### src/core/urx_pkg.sv
package urx_pkg;
  // Register byte addresses on the APB
  localparam logic [7:0] ADDR_STATUS = 8'h00;
  localparam logic [7:0] ADDR_CTRL_B = 8'h04;
  localparam logic [7:0] ADDR_CTRL_C = 8'h08;
  localparam logic [7:0] ADDR_DATA   = 8'h0C;
  localparam logic [7:0] ADDR_BAUD   = 8'h10;

  // ctrl_status_a fields
  localparam int ST_RXC_POS = 7;
  localparam int ST_FE_POS  = 4;
  localparam int ST_DOR_POS = 3;
  localparam int ST_PE_POS  = 2;
  localparam int ST_U2X_POS = 1;
  // ctrl_status_b fields
  localparam int CB_RXCIE_POS = 7;
  localparam int CB_RXEN_POS  = 4;
  localparam int CB_CSZ2_POS  = 2;
  localparam int CB_RXB8_POS  = 1;
  localparam int CB_TXB8_POS  = 0;
  // ctrl_status_c fields
  localparam int CC_SYNC_POS = 6;
  localparam int CC_PEN_POS  = 5;
  localparam int CC_PODD_POS = 4;
  localparam int CC_SBS_POS  = 3;
  localparam int CC_CSZ_LSB  = 1;

  localparam logic [11:0] BAUD_RST  = 12'h000;
  localparam logic [2:0]  CSZ_RST   = 3'h3;
  localparam logic [2:0]  CSZ_NINE  = 3'h7;
  localparam logic [3:0]  BITS_BASE = 4'h5;
  localparam logic [3:0]  BITS_NINE = 4'h9;
  localparam logic [4:0]  SPB_NORMAL = 5'h10;
  localparam logic [4:0]  SPB_DOUBLE = 5'h08;
  localparam logic [4:0]  CTR_NORMAL = 5'h08;
  localparam logic [4:0]  CTR_DOUBLE = 5'h04;
  localparam logic [1:0]  FIFO_DEPTH = 2'h2;

  typedef enum logic [2:0] {
    ST_IDLE  = 3'b000,
    ST_START = 3'b001,
    ST_DATA  = 3'b010,
    ST_PAR   = 3'b011,
    ST_STOP  = 3'b100
  } urx_state_e;

  typedef struct packed {
    logic       rx_en;
    logic       rxcie;
    logic       u2x;
    logic       sync;
    logic       par_en;
    logic       par_odd;
    logic       sbs;
    logic       txb8;
    logic [2:0] csz;
  } urx_cfg_s;

  typedef struct packed {
    logic       ninth;
    logic       fe;
    logic       dor;
    logic       pe;
    logic [7:0] data;
  } urx_entry_s;
endpackage : urx_pkg

### src/core/urx_receiver.sv
`timescale 1ns/1ps
// Overview of operation
// - Setting rx_enable starts the receiver and hands it the data pin.
// - Synchronous mode times bits from sync_clock_pin, not the baud counter.
// - Reception starts on a valid start bit, shifts bits to stop bit.
// - Only the first stop bit matters, whatever stop_bits_select says.
// - After the first stop bit the frame moves into the receive buffer.
// - Data reads zero the bits above the configured character size.
// - Nine-bit frames show the ninth bit as rx_ninth_bit in control B.
// - Ninth bit and error flags live per FIFO entry; data read advances.
// - rx_complete_flag is one exactly while the buffer holds unread data.
// - Interrupt follows rx_complete_flag when enabled and globally allowed.
// - Reading data removes the entry; handler must read to stop interrupt.
// - Status writes never alter frame, overrun or parity error flags.
// - The error flags never raise an interrupt themselves.
// - frame_error_flag shows a zero first stop bit of the head frame.
// - Full buffer, waiting frame and new start bit flag an overrun.
// - overrun_flag clears when a frame is moved into the buffer.
// - Parity checker compares data parity to parity bit, stores result.
// - parity_error_flag only when checked and failed; zero when disabled.
// - Clearing rx_enable stops at once, discards and flushes everything.
// - Async line is sampled 16x per bit, 8x with double_speed_bit.
// - Start bit kept only if majority of samples 8-10 (4-6) are low.
// - Each async bit is a two-of-three vote over its three centre samples.
module urx_receiver (
  input  wire logic        MCLK,
  input  wire logic        SYS_RST,
  input  wire logic        PSEL,
  input  wire logic        PENABLE,
  input  wire logic        PWRITE,
  input  wire logic [7:0]  PADDR,
  input  wire logic [31:0] PWDATA,
  output logic      [31:0] PRDATA,
  output logic             PREADY,
  output logic             PSLVERR,
  input  wire logic        RX_PIN,
  input  wire logic        SYNC_CLK_PIN,
  input  wire logic        GLOBAL_IRQ_EN,
  output logic             RX_IRQ,
  output logic             RX_PIN_OWNED
);

  function automatic logic maj3(input logic a, input logic b,
                                input logic c);
    maj3 = (a & b) | (a & c) | (b & c);
  endfunction : maj3
  function automatic logic [3:0] data_bits(input logic [2:0] csz);
    if (csz == urx_pkg::CSZ_NINE) begin
      data_bits = urx_pkg::BITS_NINE;
    end else begin
      data_bits = urx_pkg::BITS_BASE + {2'h0, csz[1:0]};
    end
  endfunction : data_bits

  urx_pkg::urx_cfg_s   cfg;
  urx_pkg::urx_state_e state;
  urx_pkg::urx_entry_s fifo [2];
  urx_pkg::urx_entry_s hold, head;
  logic [11:0] baud_div, baud_cnt;
  logic [4:0]  spb, ctr, scnt;
  logic [3:0]  bit_idx, nbits;
  logic [1:0]  votes, count;
  logic [8:0]  shreg;
  logic [31:0] next_rdata;
  logic        tick, samp, start_det, bit_done, bit_val, seen_high;
  logic        rx_meta, rx_sync, xck_meta, xck_sync, xck_prev, xck_rise;
  logic        par_acc, pe_cap, pending, ovr_flag, full, push, pop;
  logic        wr_ptr, rd_ptr, apb_acc, apb_first, next_err;

  // Pin and external clock cross into MCLK through two flops each
  always_ff @(posedge MCLK) begin
    if (SYS_RST) begin
      rx_meta  <= 1'b1;
      rx_sync  <= 1'b1;
      xck_meta <= 1'b0;
      xck_sync <= 1'b0;
      xck_prev <= 1'b0;
    end else begin
      rx_meta  <= RX_PIN;
      rx_sync  <= rx_meta;
      xck_meta <= SYNC_CLK_PIN;
      xck_sync <= xck_meta;
      xck_prev <= xck_sync;
    end
  end
  assign xck_rise = xck_sync & ~xck_prev;
  // Baud divider: one sample enable every baud_div+1 clocks
  always_ff @(posedge MCLK) begin
    if (SYS_RST) begin
      baud_cnt <= urx_pkg::BAUD_RST;
    end else if (baud_cnt == 12'h000) begin
      baud_cnt <= baud_div;
    end else begin
      baud_cnt <= baud_cnt - 12'h001;
    end
  end

  assign tick  = (baud_cnt == 12'h000);
  assign samp  = cfg.sync ? xck_rise : tick;
  assign spb   = cfg.u2x ? urx_pkg::SPB_DOUBLE : urx_pkg::SPB_NORMAL;
  assign ctr   = cfg.u2x ? urx_pkg::CTR_DOUBLE : urx_pkg::CTR_NORMAL;
  assign nbits = data_bits(cfg.csz);
  assign full  = (count == urx_pkg::FIFO_DEPTH);

  // A start needs a high sample before the low one, so a stuck-low
  // line after enable is not taken as a stream of start bits.
  assign start_det = cfg.rx_en && state == urx_pkg::ST_IDLE && samp
                     && seen_high && !rx_sync;

  // Async bits end on the third centre sample; sync bits on each rising edge
  assign bit_done = cfg.sync ? (xck_rise && state != urx_pkg::ST_IDLE)
                  : (tick && state != urx_pkg::ST_IDLE
                     && scnt == ctr + 5'h02);
  assign bit_val  = cfg.sync ? rx_sync
                  : maj3(votes[1], votes[0], rx_sync);

  always_ff @(posedge MCLK) begin
    if (SYS_RST || !cfg.rx_en) begin
      seen_high <= 1'b0;
    end else if (start_det) begin
      seen_high <= 1'b0;
    end else if (samp) begin
      seen_high <= rx_sync;
    end
  end

  // Sample counter, 1..spb within each bit, and centre vote history
  always_ff @(posedge MCLK) begin
    if (SYS_RST || !cfg.rx_en) begin
      scnt  <= 5'h00;
      votes <= 2'h0;
    end else if (start_det) begin
      scnt  <= 5'h02;
    end else if (tick && state != urx_pkg::ST_IDLE) begin
      scnt  <= (scnt == spb) ? 5'h01 : scnt + 5'h01;
      if (scnt >= ctr && scnt <= ctr + 5'h01) begin
        votes <= {votes[0], rx_sync};
      end
    end
  end

  // Frame state machine
  always_ff @(posedge MCLK) begin
    if (SYS_RST || !cfg.rx_en) begin
      state   <= urx_pkg::ST_IDLE;
      bit_idx <= 4'h0;
      shreg   <= 9'h000;
      par_acc <= 1'b0;
      pe_cap  <= 1'b0;
    end else if (start_det) begin
      bit_idx <= 4'h0;
      par_acc <= 1'b0;
      pe_cap  <= 1'b0;
      shreg   <= 9'h000;
      state   <= cfg.sync ? urx_pkg::ST_DATA : urx_pkg::ST_START;
    end else if (bit_done) begin
      unique case (state)
        urx_pkg::ST_START: begin
          state <= bit_val ? urx_pkg::ST_IDLE : urx_pkg::ST_DATA;
        end
        urx_pkg::ST_DATA: begin
          shreg[bit_idx] <= bit_val;
          par_acc        <= par_acc ^ bit_val;
          bit_idx        <= bit_idx + 4'h1;
          if (bit_idx == nbits - 4'h1) begin
            state <= cfg.par_en ? urx_pkg::ST_PAR : urx_pkg::ST_STOP;
          end
        end
        urx_pkg::ST_PAR: begin
          pe_cap <= par_acc ^ bit_val ^ cfg.par_odd;
          state  <= urx_pkg::ST_STOP;
        end
        urx_pkg::ST_STOP: begin
          state <= urx_pkg::ST_IDLE;
        end
        default: begin
          state <= urx_pkg::ST_IDLE;
        end
      endcase
    end
  end

  // Finished frame waits here until the FIFO has room
  always_ff @(posedge MCLK) begin
    if (SYS_RST || !cfg.rx_en) begin
      hold    <= '0;
      pending <= 1'b0;
    end else if (bit_done && state == urx_pkg::ST_STOP) begin
      hold.data  <= shreg[7:0];
      hold.ninth <= shreg[8];
      hold.fe    <= !bit_val;
      hold.pe    <= pe_cap & cfg.par_en;
      hold.dor   <= 1'b0;
      pending    <= 1'b1;
    end else if (push) begin
      pending <= 1'b0;
    end
  end

  // Set wins: overrun only arises while full, when no push can happen
  always_ff @(posedge MCLK) begin
    if (SYS_RST || !cfg.rx_en) begin
      ovr_flag <= 1'b0;
    end else if (start_det && pending && full) begin
      ovr_flag <= 1'b1;
    end else if (push) begin
      ovr_flag <= 1'b0;
    end
  end

  assign push = pending && !full;
  assign pop  = apb_acc && !PWRITE && PADDR == urx_pkg::ADDR_DATA
                && count != 2'h0;

  // Two-entry receive FIFO with per-entry status
  always_ff @(posedge MCLK) begin
    if (SYS_RST || !cfg.rx_en) begin
      count  <= 2'h0;
      wr_ptr <= 1'b0;
      rd_ptr <= 1'b0;
      fifo[0] <= '0;
      fifo[1] <= '0;
    end else begin
      if (push) begin
        fifo[wr_ptr]     <= hold;
        fifo[wr_ptr].dor <= ovr_flag;
        wr_ptr           <= ~wr_ptr;
      end
      if (pop) begin
        rd_ptr <= ~rd_ptr;
      end
      count <= count + {1'b0, push} - {1'b0, pop};
    end
  end
  assign head = (count != 2'h0) ? fifo[rd_ptr] : '0;
  // APB slave, one wait state: data is prepared in the first access
  // cycle and the transfer completes on the second.
  assign apb_first = PSEL && PENABLE && !PREADY;
  assign apb_acc   = PSEL && PENABLE && PREADY;

  always_comb begin
    next_rdata = 32'h0000_0000;
    next_err   = 1'b0;
    unique case (PADDR)
      urx_pkg::ADDR_STATUS: begin
        next_rdata[urx_pkg::ST_RXC_POS] = (count != 2'h0);
        next_rdata[urx_pkg::ST_FE_POS]  = head.fe;
        next_rdata[urx_pkg::ST_DOR_POS] = head.dor;
        next_rdata[urx_pkg::ST_PE_POS]  = head.pe;
        next_rdata[urx_pkg::ST_U2X_POS] = cfg.u2x;
      end
      urx_pkg::ADDR_CTRL_B: begin
        next_rdata[urx_pkg::CB_RXCIE_POS] = cfg.rxcie;
        next_rdata[urx_pkg::CB_RXEN_POS]  = cfg.rx_en;
        next_rdata[urx_pkg::CB_CSZ2_POS]  = cfg.csz[2];
        next_rdata[urx_pkg::CB_RXB8_POS]  =
          (cfg.csz == urx_pkg::CSZ_NINE) & head.ninth;
        next_rdata[urx_pkg::CB_TXB8_POS]  = cfg.txb8;
      end
      urx_pkg::ADDR_CTRL_C: begin
        next_rdata[urx_pkg::CC_SYNC_POS] = cfg.sync;
        next_rdata[urx_pkg::CC_PEN_POS]  = cfg.par_en;
        next_rdata[urx_pkg::CC_PODD_POS] = cfg.par_odd;
        next_rdata[urx_pkg::CC_SBS_POS]  = cfg.sbs;
        next_rdata[urx_pkg::CC_CSZ_LSB+:2] = cfg.csz[1:0];
      end
      urx_pkg::ADDR_DATA: begin
        for (int i = 0; i < 8; i++) begin
          next_rdata[i] = head.data[i] & (4'(i) < nbits);
        end
      end
      urx_pkg::ADDR_BAUD: begin
        next_rdata[11:0] = baud_div;
      end
      default: begin
        next_err = 1'b1;
      end
    endcase
  end

  always_ff @(posedge MCLK) begin
    if (SYS_RST) begin
      PREADY  <= 1'b0;
      PRDATA  <= 32'h0000_0000;
      PSLVERR <= 1'b0;
    end else begin
      PREADY  <= apb_first;
      PSLVERR <= apb_first && next_err;
      if (apb_first && !PWRITE) begin
        PRDATA <= next_rdata;
      end
    end
  end

  // Software-written configuration; error flags have no write path
  always_ff @(posedge MCLK) begin
    if (SYS_RST) begin
      cfg      <= '0;
      cfg.csz  <= urx_pkg::CSZ_RST;
      baud_div <= urx_pkg::BAUD_RST;
    end else if (apb_acc && PWRITE) begin
      unique case (PADDR)
        urx_pkg::ADDR_STATUS: begin
          cfg.u2x <= PWDATA[urx_pkg::ST_U2X_POS];
        end
        urx_pkg::ADDR_CTRL_B: begin
          cfg.rxcie  <= PWDATA[urx_pkg::CB_RXCIE_POS];
          cfg.rx_en  <= PWDATA[urx_pkg::CB_RXEN_POS];
          cfg.csz[2] <= PWDATA[urx_pkg::CB_CSZ2_POS];
          cfg.txb8   <= PWDATA[urx_pkg::CB_TXB8_POS];
        end
        urx_pkg::ADDR_CTRL_C: begin
          cfg.sync     <= PWDATA[urx_pkg::CC_SYNC_POS];
          cfg.par_en   <= PWDATA[urx_pkg::CC_PEN_POS];
          cfg.par_odd  <= PWDATA[urx_pkg::CC_PODD_POS];
          cfg.sbs      <= PWDATA[urx_pkg::CC_SBS_POS];
          cfg.csz[1:0] <= PWDATA[urx_pkg::CC_CSZ_LSB+:2];
        end
        urx_pkg::ADDR_BAUD: begin
          baud_div <= PWDATA[11:0];
        end
        default: begin
        end
      endcase
    end
  end

  // Interrupt depends on the flag and its two enables, never on error bits
  always_ff @(posedge MCLK) begin
    if (SYS_RST) begin
      RX_IRQ <= 1'b0;
    end else begin
      RX_IRQ <= cfg.rxcie && GLOBAL_IRQ_EN && count != 2'h0;
    end
  end
  assign RX_PIN_OWNED = cfg.rx_en;
endmodule : urx_receiver

### config.mk
export PLATFORM = sky130hd
export DESIGN_NAME = urx_receiver
export DESIGN_NICKNAME = d
export VERILOG_FILES = /design/src/core/urx_pkg.sv /design/src/core/urx_receiver.sv
export SDC_FILE = /design/constraint.sdc
export NUM_CORES = 1
export LEC_CHECK = 0
export BUFFER_PORTS_ARGS = -buffer_cell sky130_fd_sc_hd__buf_2
export CORE_ASPECT_RATIO = 1.75
export CORE_MARGIN = 1
export CORE_UTILIZATION = 40
export DETAILED_ROUTE_END_ITERATION = 7
export GPL_TIMING_DRIVEN = 0
export PLACE_DENSITY = 0.62
export SYNTH_ARGS = -nofsm -noshare
export SYNTH_HDL_FRONTEND = slang
export SYNTH_SLANG_ARGS = --single-unit
### constraint.sdc
create_clock -name MCLK -period 5.5 [get_ports MCLK]
set_clock_uncertainty 0.1 [all_clocks]
set_input_delay 0.275 -clock MCLK [delete_from_list [all_inputs] [get_ports MCLK]]
set_output_delay 0.275 -clock MCLK [all_outputs]
set_load 0.05 [all_outputs]
Word level (Yosys, flattened, before mapping)
Memory sizes are Yosys's and may differ from the RTL's. A register that Yosys moved wholly into a read port is not among the register bits.
Index checks and enable logic that the tools add are counted.
{"block": "totals", "ram_bits": 24, "mem_count": 1, "input_bits": 48, "out_inout_bits": 36, "regBits": 98, "elab_cells": 192}
{"block": "classes", "bitwise": 23, "n_reduce_logical": 51, "magnitude_cmp": 12, "n_eq_ne": 14, "mux": 43, "n_addsub": 9}
{"memory": "fifo", "words": 2, "width": 12, "rd": 1, "rd_ports_with_merged_regs": 1, "write_ports": 2, "line": "urx_receiver.sv:57", "source": "urx_pkg::urx_entry_s fifo [2];"}
{"op": "12-bit 2-to-1 mux", "count": 3}
{"op": "1-bit logical AND", "count": 24}
{"op": "1-bit 2-to-1 mux", "count": 17}
{"op": "8-bit by 4-bit equality test with 1-bit output (second input constant)", "count": 2}
{"op": "3-bit by 4-bit less-than comparator with 1-bit output (first input constant)", "count": 4}
{"op": "1-bit AND", "count": 14}
{"op": "2-bit AND reduction", "count": 7}
{"op": "12-bit zero test", "count": 1}
{"op": "3-bit 2-to-1 mux", "count": 4}
{"op": "4-bit 2-to-1 mux", "count": 3}
{"op": "12-bit OR reduction", "count": 1}
{"op": "12-bit by 1-bit subtractor with 12-bit output (second input constant)", "count": 1}
{"op": "5-bit equality test", "count": 2}
{"op": "2-bit 2-to-1 mux", "count": 5}
{"op": "5-bit 2-to-1 mux", "count": 2}
{"op": "2-bit one-hot mux with 5 select lines", "count": 1}
{"op": "2-bit nonzero test", "count": 5}
{"op": "9-bit bitwise mux", "count": 1}
{"op": "3-bit one-hot mux with 3 select lines", "count": 1}
{"op": "8-bit by 3-bit equality test with 1-bit output (second input constant)", "count": 1}
{"op": "8-bit by 5-bit equality test with 1-bit output (second input constant)", "count": 1}
{"op": "8-bit zero test", "count": 1}
{"op": "1-bit by 4-bit less-than comparator with 1-bit output (first input constant)", "count": 2}
{"op": "2-bit by 4-bit less-than comparator with 1-bit output (first input constant)", "count": 2}
{"op": "other kinds (33)", "count": 47}

Logic depth before layout (Yosys ltp)
{"block": "logic_depth", "depth_word": 9, "ltp_mapped": 11, "depth_no_buf": 10}

Least setup slack after synthesis
No wires, ideal clock.
{"block": "synth_path", "path_type": "input to register", "from": "in PADDR[1]", "to": "reg count[1]", "path_stages": 9, "path_slack_ns": 3.083, "arrival_time_ns": 2.189, "t_required_ns": 5.272, "path_buffers": 0, "path_cell_list": "or4_4 -> nor4_2 -> and3_1 -> ha_1 -> inv_1 -> ha_1 -> xor2_1 -> xnor2_1 -> nor2_1"}
{"block": "synth_via", "elab_chain_cells": 4}
{"element": "from (decl)", "line": "urx_receiver.sv:31", "source": "input wire logic [7:0] PADDR,"}
{"element": "8-bit by 4-bit equality test with 1-bit output", "line": "urx_receiver.sv:212", "source": "assign pop = apb_acc && !PWRITE && PADDR == urx_pkg::ADDR_DATA"}
{"element": "1-bit logical AND", "line": "urx_receiver.sv:212"}
{"element": "1-bit logical AND", "line": "urx_receiver.sv:213", "source": "&& count != 2'h0;"}
{"element": "net pop", "line": "urx_receiver.sv:67", "source": "logic par_acc, pe_cap, pending, ovr_flag, full, push, pop;"}
{"element": "2-bit by 1-bit subtractor with 2-bit output", "line": "urx_receiver.sv:232", "source": "count <= count + {1'b0, push} - {1'b0, pop};"}
{"element": "to (signal assigned)", "line": "urx_receiver.sv:232"}
{"element": "to (decl)", "line": "urx_receiver.sv:62", "source": "logic [1:0] votes, count;"}
The timed path passes the listed nets, and every way through them passes these cells.
A chain may end at the register's enable or synchronous reset.

Worst setup path after layout
{"block": "layout_path", "from": "reg cfg[8] (netlist bit)", "to": "reg hold[5] (netlist bit)"}
{"block": "layout_via", "elab_chain_cells": 6}
{"element": "from (decl)", "line": "urx_receiver.sv:55", "source": "urx_pkg::urx_cfg_s cfg;"}
{"element": "4-bit 2-to-1 mux", "line": "urx_receiver.sv:101", "source": "assign ctr = cfg.u2x ? urx_pkg::CTR_DOUBLE : urx_pkg::CTR_NORMAL;"}
{"element": "4-bit by 2-bit adder with 5-bit output", "line": "urx_receiver.sv:113", "source": "&& scnt == ctr + 5'h02);"}
{"element": "5-bit equality test", "line": "urx_receiver.sv:113"}
{"element": "1-bit logical AND", "line": "urx_receiver.sv:113"}
{"element": "1-bit 2-to-1 mux", "line": "urx_receiver.sv:111", "source": "assign bit_done = cfg.sync ? (xck_rise && state != urx_pkg::ST_IDLE)"}
{"element": "1-bit logical AND", "line": "urx_receiver.sv:188", "source": "end else if (bit_done && state == urx_pkg::ST_STOP) begin"}
{"element": "to (decl)", "line": "urx_receiver.sv:58", "source": "urx_pkg::urx_entry_s hold, head;"}
No other way between the ends.

==> impl_results.md <==
* Routed via count at just under 5000
* Antenna fix cells at 0
* Number of standard cells after synthesis at around 650
* Final design instance area without fill at approximately 7300 um2
* Required time of the worst setup path at approximately 5.7 ns
* Critical path depth at 8
* Total Routing Usage GR at 0.2106
* Achievable frequency at ~360 MHz
* Buf/Inv on CP at 2
* Width of the chip at roughly 95 um
* Slew at the pin closest to its max-slew limit at between 0.7 and 0.8 ns
* Die Outline Area at roughly 16000 um2
* Sum of routed wire length over all layers at 15560 um
* Total negative slack at 0 ns
* Total number of yosys warnings at 0
* Initial antenna violation count at 0
* Placeable core region at around 15000 um2
* CP arrival at around 3.0 ns
* Vias in the first global route at between 4000 and 5000
* Number of inserted filler cells in the final layout at between 1000 and 1500
* Largest net degree at the start of global routing at 17
* Die height at around 170 um
* Count of input and output buffers at 43
* Post-synthesis register bit count at between 100 and 150
* Most used cells in the layout excluding fill and tap cells: sky130_fd_sc_hd__dfxtp_1, sky130_fd_sc_hd__nand2_1, sky130_fd_sc_hd__nor2_1, sky130_fd_sc_hd__a21oi_1, sky130_fd_sc_hd__buf_2
* # H-tree levels at 4
* Initial core utilization at 0.4092
* Ys flop type: sky130_fd_sc_hd__dfxtp_1
* Outcome: completed
* TritonCTS clock tree: built
* Total number of clock tree sinks at between 100 and 150
* Maximum capacitance violations at 0
* Area of the multi-input gates at a little over 3000 um2
* Drt drc at 0
* Post-CTS repair timing setup buffer count at 0
* Startpoint of the worst setup timing path: cfg[8]$_SDFFE_PP0P_
* Cts bufs inserted at 17
* Gates resized, CTS repair at 0
* Final-stage net count at approximately 810
* Overall overflow remaining after global route at 0
* Wire length of the first global-routing pass at ~25000 um
* Final Max Slew Viols at 0
* Max FO, Critical Path at 10
* Final Cycle Share at 0.5055
* Clk_lat worst skew at just over 0.4 ns
* Final setup violating endpoints at 0
* Core Rows at 59
* Async set or reset register ratio after synthesis at 0
* Buffers from clock root to sink, at most at 2
* Crit path largest cell delay at ~0.53 ns
* Area of placed instances at around 6600 um2
* Worst R2R Start: cfg[8]$_SDFFE_PP0P_
* Capturing instance or port of the critical path: hold[5]$_SDFFE_PP0P_
* Crit end category: flop
* Final period demand of the worst path at about 2.8 ns
* Library cell contributing the largest single delay on the critical path: sky130_fd_sc_hd__a21oi_1
* Routed wire length per instance at 16.59 um
* Pre-Repair DR Iteration Count at 5
* Hold Vio Cnt, Final at 0
* Series of cell instances along the critical path: inv_1, ha_1, and4b_1, nand4_2, a21oi_1, buf_6, mux2i_1, nor2_1
* Root Driver: sky130_fd_sc_hd__clkbuf_16
* Unrepaired setup endpoints after global routing: no
* Syn Area/Cell at about 9.3 um2
* Critical Path Source Type: flop
* Cell family contributing the most delay on the critical path: simple AND/OR/NAND/NOR gates
* FF+latch area at 2703 um2
* FF-to-FF End: hold[5]$_SDFFE_PP0P_
* Share of post-route cells with drive strength above 1 at 0.1642
* Number of nets with antenna violations after routing at 0
* Detailed Route Iter0 Violations at 267
* IO Pins at 84
* Average vias per placed instance at 5.299
* Cell area after technology mapping at 6102 um2
* Post-synthesis cell type count at 68
* Pwr per Cell Area at roughly 340 nW/um2
* Sequential fraction of the synthesis area at 0.4429
* EDFF count, synth at 24
* HPWL Detailed at roughly 12000 um
* Clock-pin slew reported for the worst setup and hold paths after clock tree synthesis at around 0.060 ns
* R2R cell count at 8
* Most common cell after layout, fill and taps aside: sky130_fd_sc_hd__dfxtp_1
* Peak ir drop on the vdd network at 152.0 uV
* Leakage power summed over all cells at roughly 2.7 nW
* Start-to-end type of the worst setup path: reg -> reg
* Gp weighted congestion at 0.8878
* Path class of the lowest-slack min-delay path: in -> reg
* Relative slew margins at 0.4634
* Register-to-register path setup slack at between 2 and 3 ns
* Area delta synth->final at 19.36%
worst min path at each step:
stage                       start  slack, ns                       end  cells after the start
6_report                PWDATA[3]       0.03  baud_div[3]$_SDFFE_PP0P_                      3
5_1_grt                 PWDATA[0]       0.02  baud_div[0]$_SDFFE_PP0P_                      3
4_1_cts             GLOBAL_IRQ_EN      0.004         RX_IRQ$_SDFF_PP0_                      3
3_5_place_dp   rx_meta$_SDFF_PP1_       0.32        rx_sync$_SDFF_PP1_                      1
3_3_place_gp   rx_meta$_SDFF_PP1_       0.30        rx_sync$_SDFF_PP1_                      1
2_1_floorplan              RX_PIN       0.28        rx_meta$_SDFF_PP1_                      1
metal layers:
layer | part of all wire | global-route usage | vias to the layer above
li1 | - | - | 2452
met1 | 0.37 | 0.2054 | 2360
met2 | 0.57 | 0.3990 | 123
met3 | 0.032 | 0.04670 | 35
met4 | 0.036 | 0.1116 | 0
met5 | 0 | 0 | -
repair_timing:
item,in CTS,in global routing
endpoints found under the setup margin,0,0
hold buffers,6,1
endpoints found under the hold margin,6,1
power breakdown:
| group | internal, mW | switching, mW |
|---|---|---|
| sequential | 0.956 | 0.0462 |
| combinational | 0.146 | 0.211 |
| clock | 0.682 | 0.414 |
| total | 1.78 | 0.671 |
final cells by class:
type / instances / area share
multi-input cells: 476 / 0.4233
flip-flops and latches: 123 / 0.3711
clock buffers: 19 / 0.06081
plain buffers: 53 / 0.04295
repair buffers: 51 / 0.04020
well taps: 183 / 0.03144
clock inverters: 13 / 0.01993
inverters: 20 / 0.01031
state kept, by name (all words and copies together) (netlist names), 2 cells and up, named ones only:
signal,cells
baud_cnt,12
hold,11
count,2
votes,2
bit_idx,4
state,3
PRDATA,12
baud_div,12
fifo,24
shreg,9
scnt,5
cfg,10
cell usage after synthesis, drive strengths merged (2+ instances only):
library cell	number	area, um2
inv	20	75.07
xnor2	16	140.1
o41ai	3	26.28
a2111oi	10	143.9
a221oi	4	35.03
edfxtp	24	720.7
nor4b	4	65.07
ha	21	262.8
clkbuf	25	105.1
o32ai	2	17.52
a211oi	13	97.59
nor2	67	251.5
nand2b	9	56.30
xor2	4	35.03
mux2i	32	320.3
dfxtp	99	1982
nor3	17	85.08
nand4b	3	26.28
a222oi	2	20.02
a221o	4	40.04
buf	27	198.9
nand3	22	110.1
nand2	71	269.0
mux2	3	33.78
nor4	7	77.58
and3	2	13.77
nor3b	3	22.52
and4b	2	20.02
o21ai	18	90.09
or4	2	18.77
a311oi	4	35.03
a31oi	3	18.77
and2	28	177.7
or2	3	18.77
o22ai	2	12.51
nor2b	6	37.54
or3	3	18.77
nand3b	2	15.01
a21oi	50	250.2
a311o	2	20.02
logic make-up after synthesis:
kind of cell | count (synthesis) | share of synthesized area
AO/OA/AOI/OAI | 125 | 0.1437
XOR/XNOR | 21 | 0.03260
adder cells (fa/ha/maj) | 21 | 0.04306
buffers and inverters | 73 | 0.06356
flip-flops | 123 | 0.4429
multiplexers | 35 | 0.05803
other | 1 | 0.0006145
AND/OR/NAND/NOR | 254 | 0.2155
tightest hold or removal path: cells and delay by family:
kind	cells	cell delay [ns]
and+or+nand+nor	1	0.05
AOI/OAI and AO/OA	1	0.05
buffers and inverters	1	0.11
stage by stage:
stage	hold slack, ns	power, mW	instances	utilization	worst slack, ns
5_1_grt	0.01600	2.553	938	0.4884	2.518
4_1_cts	0.003646	2.468	937	0.4878	2.726
3_3_place_gp	0.2994	1.361	898	0.4438	2.772
2_1_floorplan	0.2788	1.289	672	-	3.083
6_report	0.02791	2.455	938	0.4884	2.720
3_5_place_dp	0.3185	1.369	899	0.4443	2.735
No activity file was read; power rests on OpenSTA's default activity.
